### src/can_xcvr_consts.svh
/*
  Timing constants of the transceiver mode control: each time in its
  own unit, then the derived count of 40 MHz clock cycles.
  Assumes the including file works at the clock period given here.
*/
`ifndef CAN_XCVR_CONSTS_SVH
`define CAN_XCVR_CONSTS_SVH

`define CLK_PERIOD_NS 25

// least times round up to whole cycles
`define T_MODE_NS 20000
`define MODE_CYCLES ((`T_MODE_NS + `CLK_PERIOD_NS - 1) / `CLK_PERIOD_NS)
`define T_FILTER_NS 1000
`define FILTER_CYCLES \
  ((`T_FILTER_NS + `CLK_PERIOD_NS - 1) / `CLK_PERIOD_NS)
`define T_WAKE_DELAY_NS 2000
`define WAKE_DELAY_CYCLES \
  ((`T_WAKE_DELAY_NS + `CLK_PERIOD_NS - 1) / `CLK_PERIOD_NS)
`define T_TXD_TIMEOUT_US 2000
`define TXD_TIMEOUT_CYCLES \
  ((`T_TXD_TIMEOUT_US * 1000 + `CLK_PERIOD_NS - 1) / `CLK_PERIOD_NS)
`define T_PON_US 280
`define PON_CYCLES ((`T_PON_US * 1000 + `CLK_PERIOD_NS - 1) / `CLK_PERIOD_NS)

// longest time rounds down
`define T_WAKE_WINDOW_US 1000
`define WAKE_WINDOW_CYCLES ((`T_WAKE_WINDOW_US * 1000) / `CLK_PERIOD_NS)

`endif

### src/can_xcvr_pkg.sv
/*
  Types shared by the transceiver mode control.
  Assumes counters never need more than 17 bits.
*/
package can_xcvr_pkg;

  typedef logic [16:0] cnt_t;

  typedef enum logic [2:0] {
    st_power_down,
    st_standby,
    st_to_normal,
    st_normal,
    st_to_standby
  } op_mode_t;

  typedef enum logic [1:0] {
    wk_idle,
    wk_wait_rec,
    wk_wait_dom
  } wake_t;

endpackage : can_xcvr_pkg

### src/sync_filter3.sv
/*
  Three-flop synchroniser for one asynchronous pin; the output takes a
  new level only when the second and third flops agree.
  Assumes clk_in is the only clock.
*/
`timescale 1ns/1ps
module sync_filter3 #(
  parameter logic RESET_VAL = 1'b0
) (
  // clock and reset
  input wire logic clk_in,
  input wire logic reset_n_in,
  // pin and result
  input wire logic async_in,
  output logic level_out
);

  logic s1_ff;
  logic s2_ff;
  logic s3_ff;

  always_ff @(posedge clk_in or negedge reset_n_in) begin
    if (!reset_n_in) begin
      s1_ff <= RESET_VAL;
      s2_ff <= RESET_VAL;
      s3_ff <= RESET_VAL;
    end else begin
      s1_ff <= async_in;
      s2_ff <= s1_ff;
      s3_ff <= s2_ff;
    end
  end

  always_ff @(posedge clk_in or negedge reset_n_in) begin
    if (!reset_n_in) begin
      level_out <= RESET_VAL;
    end else if (s2_ff == s3_ff) begin
      level_out <= s3_ff;
    end
  end

endmodule : sync_filter3

### src/can_transceiver_mode_control.sv
/*
  Mode control of a CAN bus transceiver: normal, stand-by and
  power-down, transmit gating, wake pattern detection, transmit
  time-out, supply undervoltage and overtemperature blocking.
  Assumes analog comparators deliver supply, bus and temperature
  states as asynchronous logic levels; pull-ups are outside.
*/
`timescale 1ns/1ps
`include "can_xcvr_consts.svh"

module can_transceiver_mode_control
  import can_xcvr_pkg::*;
#(
  parameter cnt_t WAKE_WINDOW_CYCLES = cnt_t'(`WAKE_WINDOW_CYCLES),
  parameter cnt_t TXD_TIMEOUT_CYCLES = cnt_t'(`TXD_TIMEOUT_CYCLES),
  parameter cnt_t PON_CYCLES = cnt_t'(`PON_CYCLES)
) (
  // clock and reset
  input wire logic clk_in,
  input wire logic reset_n_in,
  // protocol controller side
  input wire logic mode_select_in,
  input wire logic txd_in,
  output logic rxd_out,
  // bus receiver and transmitter
  input wire logic bus_dominant_in,
  output logic bus_drive_dominant_out,
  output logic bus_bias_active_out,
  output logic bus_bias_ground_out,
  output logic receiver_enable_out,
  // monitors
  input wire logic logic_supply_ok_in,
  input wire logic tx_supply_uv_rising_in,
  input wire logic tx_supply_uv_falling_in,
  input wire logic overtemp_in,
  // status
  output logic normal_mode_out,
  output logic power_down_out,
  output logic wake_detected_out,
  output logic tx_timeout_out
);

  localparam cnt_t MODE_CYC = cnt_t'(`MODE_CYCLES);
  localparam cnt_t FILT_CYC = cnt_t'(`FILTER_CYCLES);
  localparam cnt_t WU_DLY_CYC = cnt_t'(`WAKE_DELAY_CYCLES);

  logic mode_sel_s;
  logic txd_s;
  logic bus_dom_s;
  logic io_ok_s;
  logic vcc_rise_ok_s;
  logic vcc_fall_ok_s;
  logic overtemp_s;

  // pins idle high so an open board settles in stand-by
  sync_filter3 #(.RESET_VAL(1'b1)) u_sync_mode (
    .clk_in(clk_in), .reset_n_in(reset_n_in),
    .async_in(mode_select_in), .level_out(mode_sel_s));
  sync_filter3 #(.RESET_VAL(1'b1)) u_sync_txd (
    .clk_in(clk_in), .reset_n_in(reset_n_in),
    .async_in(txd_in), .level_out(txd_s));
  sync_filter3 #(.RESET_VAL(1'b0)) u_sync_bus (
    .clk_in(clk_in), .reset_n_in(reset_n_in),
    .async_in(bus_dominant_in), .level_out(bus_dom_s));
  sync_filter3 #(.RESET_VAL(1'b0)) u_sync_io (
    .clk_in(clk_in), .reset_n_in(reset_n_in),
    .async_in(logic_supply_ok_in), .level_out(io_ok_s));
  sync_filter3 #(.RESET_VAL(1'b0)) u_sync_vr (
    .clk_in(clk_in), .reset_n_in(reset_n_in),
    .async_in(tx_supply_uv_rising_in), .level_out(vcc_rise_ok_s));
  sync_filter3 #(.RESET_VAL(1'b0)) u_sync_vf (
    .clk_in(clk_in), .reset_n_in(reset_n_in),
    .async_in(tx_supply_uv_falling_in), .level_out(vcc_fall_ok_s));
  sync_filter3 #(.RESET_VAL(1'b0)) u_sync_ot (
    .clk_in(clk_in), .reset_n_in(reset_n_in),
    .async_in(overtemp_in), .level_out(overtemp_s));

  op_mode_t mode_ff;
  cnt_t timer_ff;

  // supply loss overrides every other request
  always_ff @(posedge clk_in or negedge reset_n_in) begin
    if (!reset_n_in) begin
      mode_ff <= st_power_down;
      timer_ff <= '0;
    end else if (!io_ok_s) begin
      mode_ff <= st_power_down;
      timer_ff <= '0;
    end else begin
      unique case (mode_ff)
        st_power_down: begin
          if (timer_ff >= PON_CYCLES - cnt_t'(1)) begin
            mode_ff <= st_standby;
            timer_ff <= '0;
          end else begin
            timer_ff <= timer_ff + cnt_t'(1);
          end
        end
        st_standby: begin
          timer_ff <= '0;
          if (!mode_sel_s && vcc_rise_ok_s) begin
            mode_ff <= st_to_normal;
          end
        end
        st_to_normal: begin
          if (mode_sel_s) begin
            mode_ff <= st_standby;
            timer_ff <= '0;
          end else if (timer_ff >= MODE_CYC - cnt_t'(1)) begin
            mode_ff <= st_normal;
            timer_ff <= '0;
          end else begin
            timer_ff <= timer_ff + cnt_t'(1);
          end
        end
        st_normal: begin
          timer_ff <= '0;
          if (mode_sel_s) begin
            mode_ff <= st_to_standby;
          end
        end
        st_to_standby: begin
          if (timer_ff >= MODE_CYC - cnt_t'(1)) begin
            mode_ff <= st_standby;
            timer_ff <= '0;
          end else begin
            timer_ff <= timer_ff + cnt_t'(1);
          end
        end
      endcase
    end
  end

  // transmit path armed only after a recessive input
  logic path_ok_ff;
  always_ff @(posedge clk_in or negedge reset_n_in) begin
    if (!reset_n_in) begin
      path_ok_ff <= 1'b0;
    end else if (mode_ff == st_to_normal || mode_ff == st_normal) begin
      if (txd_s) begin
        path_ok_ff <= 1'b1;
      end
    end else begin
      path_ok_ff <= 1'b0;
    end
  end

  // dominant time-out, released by a rising edge or by leaving normal mode
  logic timeout_ff;
  logic txd_prev_ff;
  cnt_t txd_low_cnt_ff;
  always_ff @(posedge clk_in or negedge reset_n_in) begin
    if (!reset_n_in) begin
      timeout_ff <= 1'b0;
      txd_prev_ff <= 1'b1;
      txd_low_cnt_ff <= '0;
    end else begin
      txd_prev_ff <= txd_s;
      if (mode_ff != st_normal) begin
        timeout_ff <= 1'b0;
        txd_low_cnt_ff <= '0;
      end else if (txd_s) begin
        txd_low_cnt_ff <= '0;
        if (!txd_prev_ff) begin
          timeout_ff <= 1'b0;
        end
      end else if (txd_low_cnt_ff >= TXD_TIMEOUT_CYCLES) begin
        timeout_ff <= 1'b1;
      end else begin
        txd_low_cnt_ff <= txd_low_cnt_ff + cnt_t'(1);
      end
    end
  end

  // bus level passed only when steady longer than the filter time
  logic filt_dom_ff;
  cnt_t filt_cnt_ff;
  always_ff @(posedge clk_in or negedge reset_n_in) begin
    if (!reset_n_in) begin
      filt_dom_ff <= 1'b0;
      filt_cnt_ff <= '0;
    end else if (bus_dom_s == filt_dom_ff) begin
      filt_cnt_ff <= '0;
    end else if (filt_cnt_ff >= FILT_CYC) begin
      filt_dom_ff <= bus_dom_s;
      filt_cnt_ff <= '0;
    end else begin
      filt_cnt_ff <= filt_cnt_ff + cnt_t'(1);
    end
  end

  // wake pattern on the filtered level, window from first dominant
  wake_t wake_ff;
  cnt_t win_cnt_ff;
  logic woken_ff;
  always_ff @(posedge clk_in or negedge reset_n_in) begin
    if (!reset_n_in) begin
      wake_ff <= wk_idle;
      win_cnt_ff <= '0;
      woken_ff <= 1'b0;
    end else if (mode_ff != st_standby) begin
      wake_ff <= wk_idle;
      win_cnt_ff <= '0;
      woken_ff <= 1'b0;
    end else begin
      unique case (wake_ff)
        wk_idle: begin
          win_cnt_ff <= '0;
          if (filt_dom_ff && !woken_ff) begin
            wake_ff <= wk_wait_rec;
          end
        end
        wk_wait_rec, wk_wait_dom: begin
          if (win_cnt_ff >= WAKE_WINDOW_CYCLES) begin
            wake_ff <= wk_idle;
          end else begin
            win_cnt_ff <= win_cnt_ff + cnt_t'(1);
            if (wake_ff == wk_wait_rec && !filt_dom_ff) begin
              wake_ff <= wk_wait_dom;
            end else if (wake_ff == wk_wait_dom && filt_dom_ff) begin
              wake_ff <= wk_idle;
              woken_ff <= 1'b1;
            end
          end
        end
      endcase
    end
  end

  // delayed copy of the filtered bus after wake; a delay line, since a
  // settle counter would swallow phases shorter than the delay
  logic [WU_DLY_CYC-1:0] dly_line_ff;
  logic follow_dom;
  always_ff @(posedge clk_in or negedge reset_n_in) begin
    if (!reset_n_in) begin
      dly_line_ff <= '0;
    end else begin
      dly_line_ff <= {dly_line_ff[WU_DLY_CYC-2:0], filt_dom_ff};
    end
  end
  assign follow_dom = dly_line_ff[WU_DLY_CYC-1];

  logic in_normal;
  logic nxt_drive;
  logic nxt_rxd;
  always_comb begin
    in_normal = (mode_ff == st_normal) || (mode_ff == st_to_standby);
    nxt_drive = in_normal && path_ok_ff && !timeout_ff &&
      !overtemp_s && vcc_fall_ok_s && !txd_s;
    unique case (mode_ff)
      st_normal, st_to_standby: nxt_rxd = !bus_dom_s;
      st_standby: nxt_rxd = !(woken_ff && follow_dom);
      default: nxt_rxd = 1'b1;
    endcase
  end

  always_ff @(posedge clk_in or negedge reset_n_in) begin
    if (!reset_n_in) begin
      rxd_out <= 1'b1;
      bus_drive_dominant_out <= 1'b0;
      bus_bias_active_out <= 1'b0;
      bus_bias_ground_out <= 1'b0;
      receiver_enable_out <= 1'b0;
      normal_mode_out <= 1'b0;
      power_down_out <= 1'b1;
      wake_detected_out <= 1'b0;
      tx_timeout_out <= 1'b0;
    end else begin
      rxd_out <= nxt_rxd;
      bus_drive_dominant_out <= nxt_drive;
      bus_bias_active_out <= in_normal && vcc_fall_ok_s;
      bus_bias_ground_out <= in_normal && !vcc_fall_ok_s;
      receiver_enable_out <= mode_ff != st_power_down;
      normal_mode_out <= mode_ff == st_normal;
      power_down_out <= mode_ff == st_power_down;
      wake_detected_out <= woken_ff;
      tx_timeout_out <= timeout_ff;
    end
  end

endmodule : can_transceiver_mode_control

### config.mk
export PLATFORM = sky130hd
export DESIGN_NAME = can_transceiver_mode_control
export DESIGN_NICKNAME = d
export VERILOG_FILES = /design/src/can_xcvr_pkg.sv /design/src/sync_filter3.sv /design/src/can_transceiver_mode_control.sv
export VERILOG_INCLUDE_DIRS = /design/src
export SDC_FILE = /design/constraint.sdc
export NUM_CORES = 1
export LEC_CHECK = 0
export ABC_AREA = 0
export BUFFER_PORTS_ARGS = -buffer_cell sky130_fd_sc_hd__buf_2
export CAP_MARGIN = 10
export CORE_MARGIN = 2
export CORE_UTILIZATION = 60
export CTS_BUF_LIST = sky130_fd_sc_hd__clkbuf_8
export DETAILED_ROUTE_END_ITERATION = 10
export PLACE_DENSITY = 0.78
export SLEW_MARGIN = 20
export SYNTH_ARGS = -nofsm -noshare
export SYNTH_HDL_FRONTEND = slang
export SYNTH_SLANG_ARGS = --single-unit
### constraint.sdc
create_clock -name clk_in -period 2.6 [get_ports clk_in]
set_input_delay 0.26 -clock clk_in [delete_from_list [all_inputs] [get_ports clk_in]]
set_output_delay 0.26 -clock clk_in [all_outputs]
set_load 0.02 [all_outputs]
==> results <==
- The run finished with clean final reports.
- The flop-to-flop setup slack is 0.22 ns.
- The async set-reset flop share out of synthesis is 100%.
- Entering global routing, the biggest net connects 88 pins.
- The analysis attributes to cell leakage a power of between 3 and 4 nW.
- Excluding fillers, the count of instances in the completed layout stands at 730.
- The final count of hold timing violations is 0.
- Setup violations remaining at the end of the flow were counted as 0.
- The upper clock frequency limit is 420 MHz.
- The total of cells resized after clock tree synthesis is 0.
- Leaving out fill and tap cells, the most frequent cell in the layout is sky130_fd_sc_hd__dfrtp_1.
- The placement row count is 39.
- The kind of end point of the critical path is a flip-flop.
- After detailed routing, the number of remaining DRC violations is 0.
- The synthesized netlist cell count is 526.
- Measured against its own limit, the worst slew margin works out to between 30% and 40%.
- The floorplan step set the die width to 111 um.
- The floorplan step defined a die boundary enclosing 0.0124 sq mm.
- During synthesis, Yosys emitted a total of 0 warnings.
- In this run, the number of DRC markers left after iteration 0 of detailed routing was approximately 400.
- In this run the power spent charging and discharging nets is 1.36 mW.
- The layout filler cell count is 768.
- The maximum fanout count along the critical path is 10.
- The net count reported at finish is 593.
- Summed over all layers, the routed wires come to between 10000 and 15000 um.
- After layout, the worst path uses around nine tenths of the clock period.
- The number of levels the H-tree was split into is 4.
- In this run the critical register-to-register path is launched from win_cnt_ff[9].
- At the pin with the least slew margin, the transition time is ~0.98 ns.
- The final critical path time including I/O delays and setup is approximately 2.4 ns.
- Once detailed placement completed, the half-perimeter wirelength came to 6920 um.
- Summing all flip-flop and latch instances after layout gives 0.00489 sq mm.
- The number of cells on the worst hold path is 0.
- The total count of max-transition violations in the final report came to 0.
- The number of different library cells in the post-synthesis netlist is 53.
- The vertical extent of the die is 111 um.
- The via count of the first global-routing pass came to around 4000.
- The post-route setup TNS is 0 ns.
- The share of total power in the clock network is 33.4%.
- The critical path is of the reg -> reg type.
- The launch point of the worst hold path is dly_line_ff[61].
- The number of top-level pins is 18.
- In this run the standard cell core region covers around 0.011 sq mm.
- Buffers inserted during clock tree synthesis total 17.
- The post-CTS setup buffer count is 0.
- The internal power consumption is between 4 and 5 mW.
- The net switching share of the total power is 25.1%.
- The multi-input combinational cells in the finished layout cover a total of between 0.0015 and 0.002 sq mm.
- Sequential cells burn between 60% and 70% of the power.
- The endpoint required time on the critical path is 2.94 ns.
- The total iterations of the first detailed-routing run is 4.
- In this run, synthesis produced a sequential element count of slightly below 200.
- The proportion of power drawn by combinational gates is under 10%.
- CTS saw slightly below 200 sinks.
- The initial antenna violation count is 0.
- In this run the critical register-to-register path is captured at win_cnt_ff[9].
- 0 antenna diodes ended up in the layout.
- The number of cells on the worst reg-to-reg path is 5.
- The detailed router placed 3937 vias in this run.
- The number of enable flip-flop cells after synthesis is 0.
- The root buffer cell is sky130_fd_sc_hd__clkbuf_8.
- For this configuration, the core starts out at a cell density of 61.0%.
- The share of final-layout standard cells stronger than drive strength 1 is 12.1%.
- Leaving out fill and tap cells, the most frequent cells in the layout are 184 x sky130_fd_sc_hd__dfrtp_1, 64 x sky130_fd_sc_hd__nor2_1, 35 x sky130_fd_sc_hd__xnor2_1.
- The first-pass GRT wire length is 18900 um.
- The quantity of hold-fixing buffers added after cts is 8.
- The worst-skew pair later-pin latency is 0.45 ns.
- The relative area change from synthesis to final layout is 11.3%.
- The worst setup path is launched from a flip-flop.
- The areal power density over the cells is between 700 and 800 mW/mm^2.
- The most critical setup path has its startpoint at win_cnt_ff[9].
- The clock slew seen by the registers of the worst setup and hold paths is 0.11 ns.
- Setup repair after global routing left no endpoint under its margin.
- The max-cap check violation count is 0.
- The netlist area before placement is around 0.0069 sq mm.
- Input and output buffers added on the ports amount to 17.
- Counting tap cells, the placed design contains a total of about 700 instances.
- The remaining number of nets flagged by the antenna check after routing is 0.
- Data on the critical path arrives at its endpoint at 2.72 ns.
- The combined global-route utilization of all metal layers is 19.1%.
- The total grt overflow is 0.
- The most common flop cell mapped by yosys is sky130_fd_sc_hd__dfrtp_1.
- Dividing the detail-routed wire length by the instance count gives roughly 15 um.
- The clock passes through at most 2 buffers.
- The worst hold path belongs to the class reg -> reg.
- In this run the mean area of a mapped cell was 13.1 sq um.
- The final weighted congestion of routability-driven global placement is ~0.85.
- The fraction of the yosys area taken by sequential cells is 70.8%.
- IR analysis of the VDD net gives a maximum drop of 0.524 mV.
- Using the TritonRoute via totals, the vias-per-cell ratio works out to 5.39.
- The CTS tree is done.
- The worst-case clock skew is around 0.013 ns.
- The critical path ends at win_cnt_ff[9].
-- synthesized netlist by cell type, types with 4 or more instances --
library cell,number,share of area [%]
sky130_fd_sc_hd__dfrtp_1,184,67
sky130_fd_sc_hd__ha_1,10,1.8
sky130_fd_sc_hd__a31oi_1,4,0.36
sky130_fd_sc_hd__nor4_1,6,0.54
sky130_fd_sc_hd__o21ai_0,9,0.65
sky130_fd_sc_hd__xnor2_1,35,4.4
sky130_fd_sc_hd__maj3_1,7,1.0
sky130_fd_sc_hd__and2_1,4,0.36
sky130_fd_sc_hd__dfstp_2,11,4.2
sky130_fd_sc_hd__a2111oi_0,7,0.89
sky130_fd_sc_hd__xor2_1,8,1.0
sky130_fd_sc_hd__clkbuf_1,11,0.60
sky130_fd_sc_hd__and4_1,5,0.63
sky130_fd_sc_hd__or3_1,4,0.36
sky130_fd_sc_hd__nor3_1,11,0.80
sky130_fd_sc_hd__nand3_1,21,1.5
sky130_fd_sc_hd__inv_1,21,1.1
sky130_fd_sc_hd__nand2_1,28,1.5
sky130_fd_sc_hd__a21oi_1,15,1.1
sky130_fd_sc_hd__nand4_1,4,0.36
sky130_fd_sc_hd__nor2_1,64,3.5
sky130_fd_sc_hd__a211oi_1,16,1.7
sky130_fd_sc_hd__and3_1,4,0.36
-- sequential cells by signal, indices dropped and copies added, names as in the netlist, 2 cells and up --
name,cells
dly_line_ff,80
filt_cnt_ff,17
mode_ff,3
timer_ff,17
txd_low_cnt_ff,17
wake_ff,2
win_cnt_ff,17
-- power by group through the flow --
| stage | logic (mW) | registers, mW | clock network, mW |
|---|---|---|---|
| floorplan | 0.175 | 3.32 | 0 |
| detailed placement | 0.322 | 3.33 | 0 |
| global route | 0.372 | 3.30 | 2.00 |
| CTS | 0.333 | 3.28 | 1.87 |
| global placement | 0.307 | 3.33 | 0 |
| finish | 0.329 | 3.28 | 1.81 |
-- metal layers --
metal | wire, um | vias to the layer above | part of all wire, % | GRT usage, %
met5 | 0 | - | 0 | 0
met4 | 107 | 0 | 0.99 | 6.17
met3 | 426 | 13 | 3.9 | 5.69
met2 | 5130 | 65 | 48 | 28.9
met1 | 5130 | 1994 | 47 | 27.3
li1 | - | 1865 | - | -
-- critical path, stage by stage, from the launching register on --
cell and delay (ns):
sky130_fd_sc_hd__dfrtp_1 0.45, sky130_fd_sc_hd__nor4_1 0.31, sky130_fd_sc_hd__o21ai_0 0.37, sky130_fd_sc_hd__a2111oi_0 0.89, sky130_fd_sc_hd__xnor2_1 0.21, sky130_fd_sc_hd__nor2_1 0.06
-- area by class of cell --
| class | instances | area share [%] |
|---|---|---|
| multi-input combinational | 308 | 24.9 |
| inverter | 22 | 1.07 |
| timing repair buffer | 30 | 3.07 |
| clock inverter | 13 | 1.56 |
| sequential | 195 | 63.6 |
| tap | 143 | 2.33 |
| clock buffer | 19 | 3.40 |
-- cell families after synthesis --
family | after synthesis | share of synthesized area [%]
AND/OR/NAND/NOR | 164 | 11.4
AO/OA/AOI/OAI | 68 | 6.99
other | 1 | 0.0543
XOR/XNOR | 43 | 5.45
multiplexers | 2 | 0.290
buffers and inverters | 36 | 2.10
adder cells (fa/ha/maj) | 17 | 2.83
flip-flops | 195 | 70.8
-- worst min-delay path by stage --
stage	end	slack (ns)
2_1_floorplan	bus_bias_active_out	-0.04
3_3_place_gp	u_sync_bus.s2_ff	0.33
3_5_place_dp	dly_line_ff[24]	0.33
4_1_cts	dly_line_ff[35]	0.36
5_1_grt	dly_line_ff[35]	0.36
6_report	dly_line_ff[62]	0.35
-- through the flow --
| stage | hold slack [ns] | util [%] | instance area, sq um | setup WS (ns) | total power, mW |
|---|---|---|---|---|---|
| 6_report | 0.349 | 67.9 | 7690 | 0.221 | 5.42 |
| 5_1_grt | 0.360 | 67.9 | 7690 | 0.0897 | 5.67 |
| 4_1_cts | 0.356 | 67.9 | 7690 | 0.255 | 5.48 |
| 3_5_place_dp | 0.335 | 63.9 | 7230 | 0.282 | 3.66 |
| 3_3_place_gp | 0.332 | 63.9 | 7230 | 0.500 | 3.64 |
| 2_1_floorplan | -0.0356 | - | 6960 | 0.675 | 3.50 |
(Power assumes the default switching activity.)
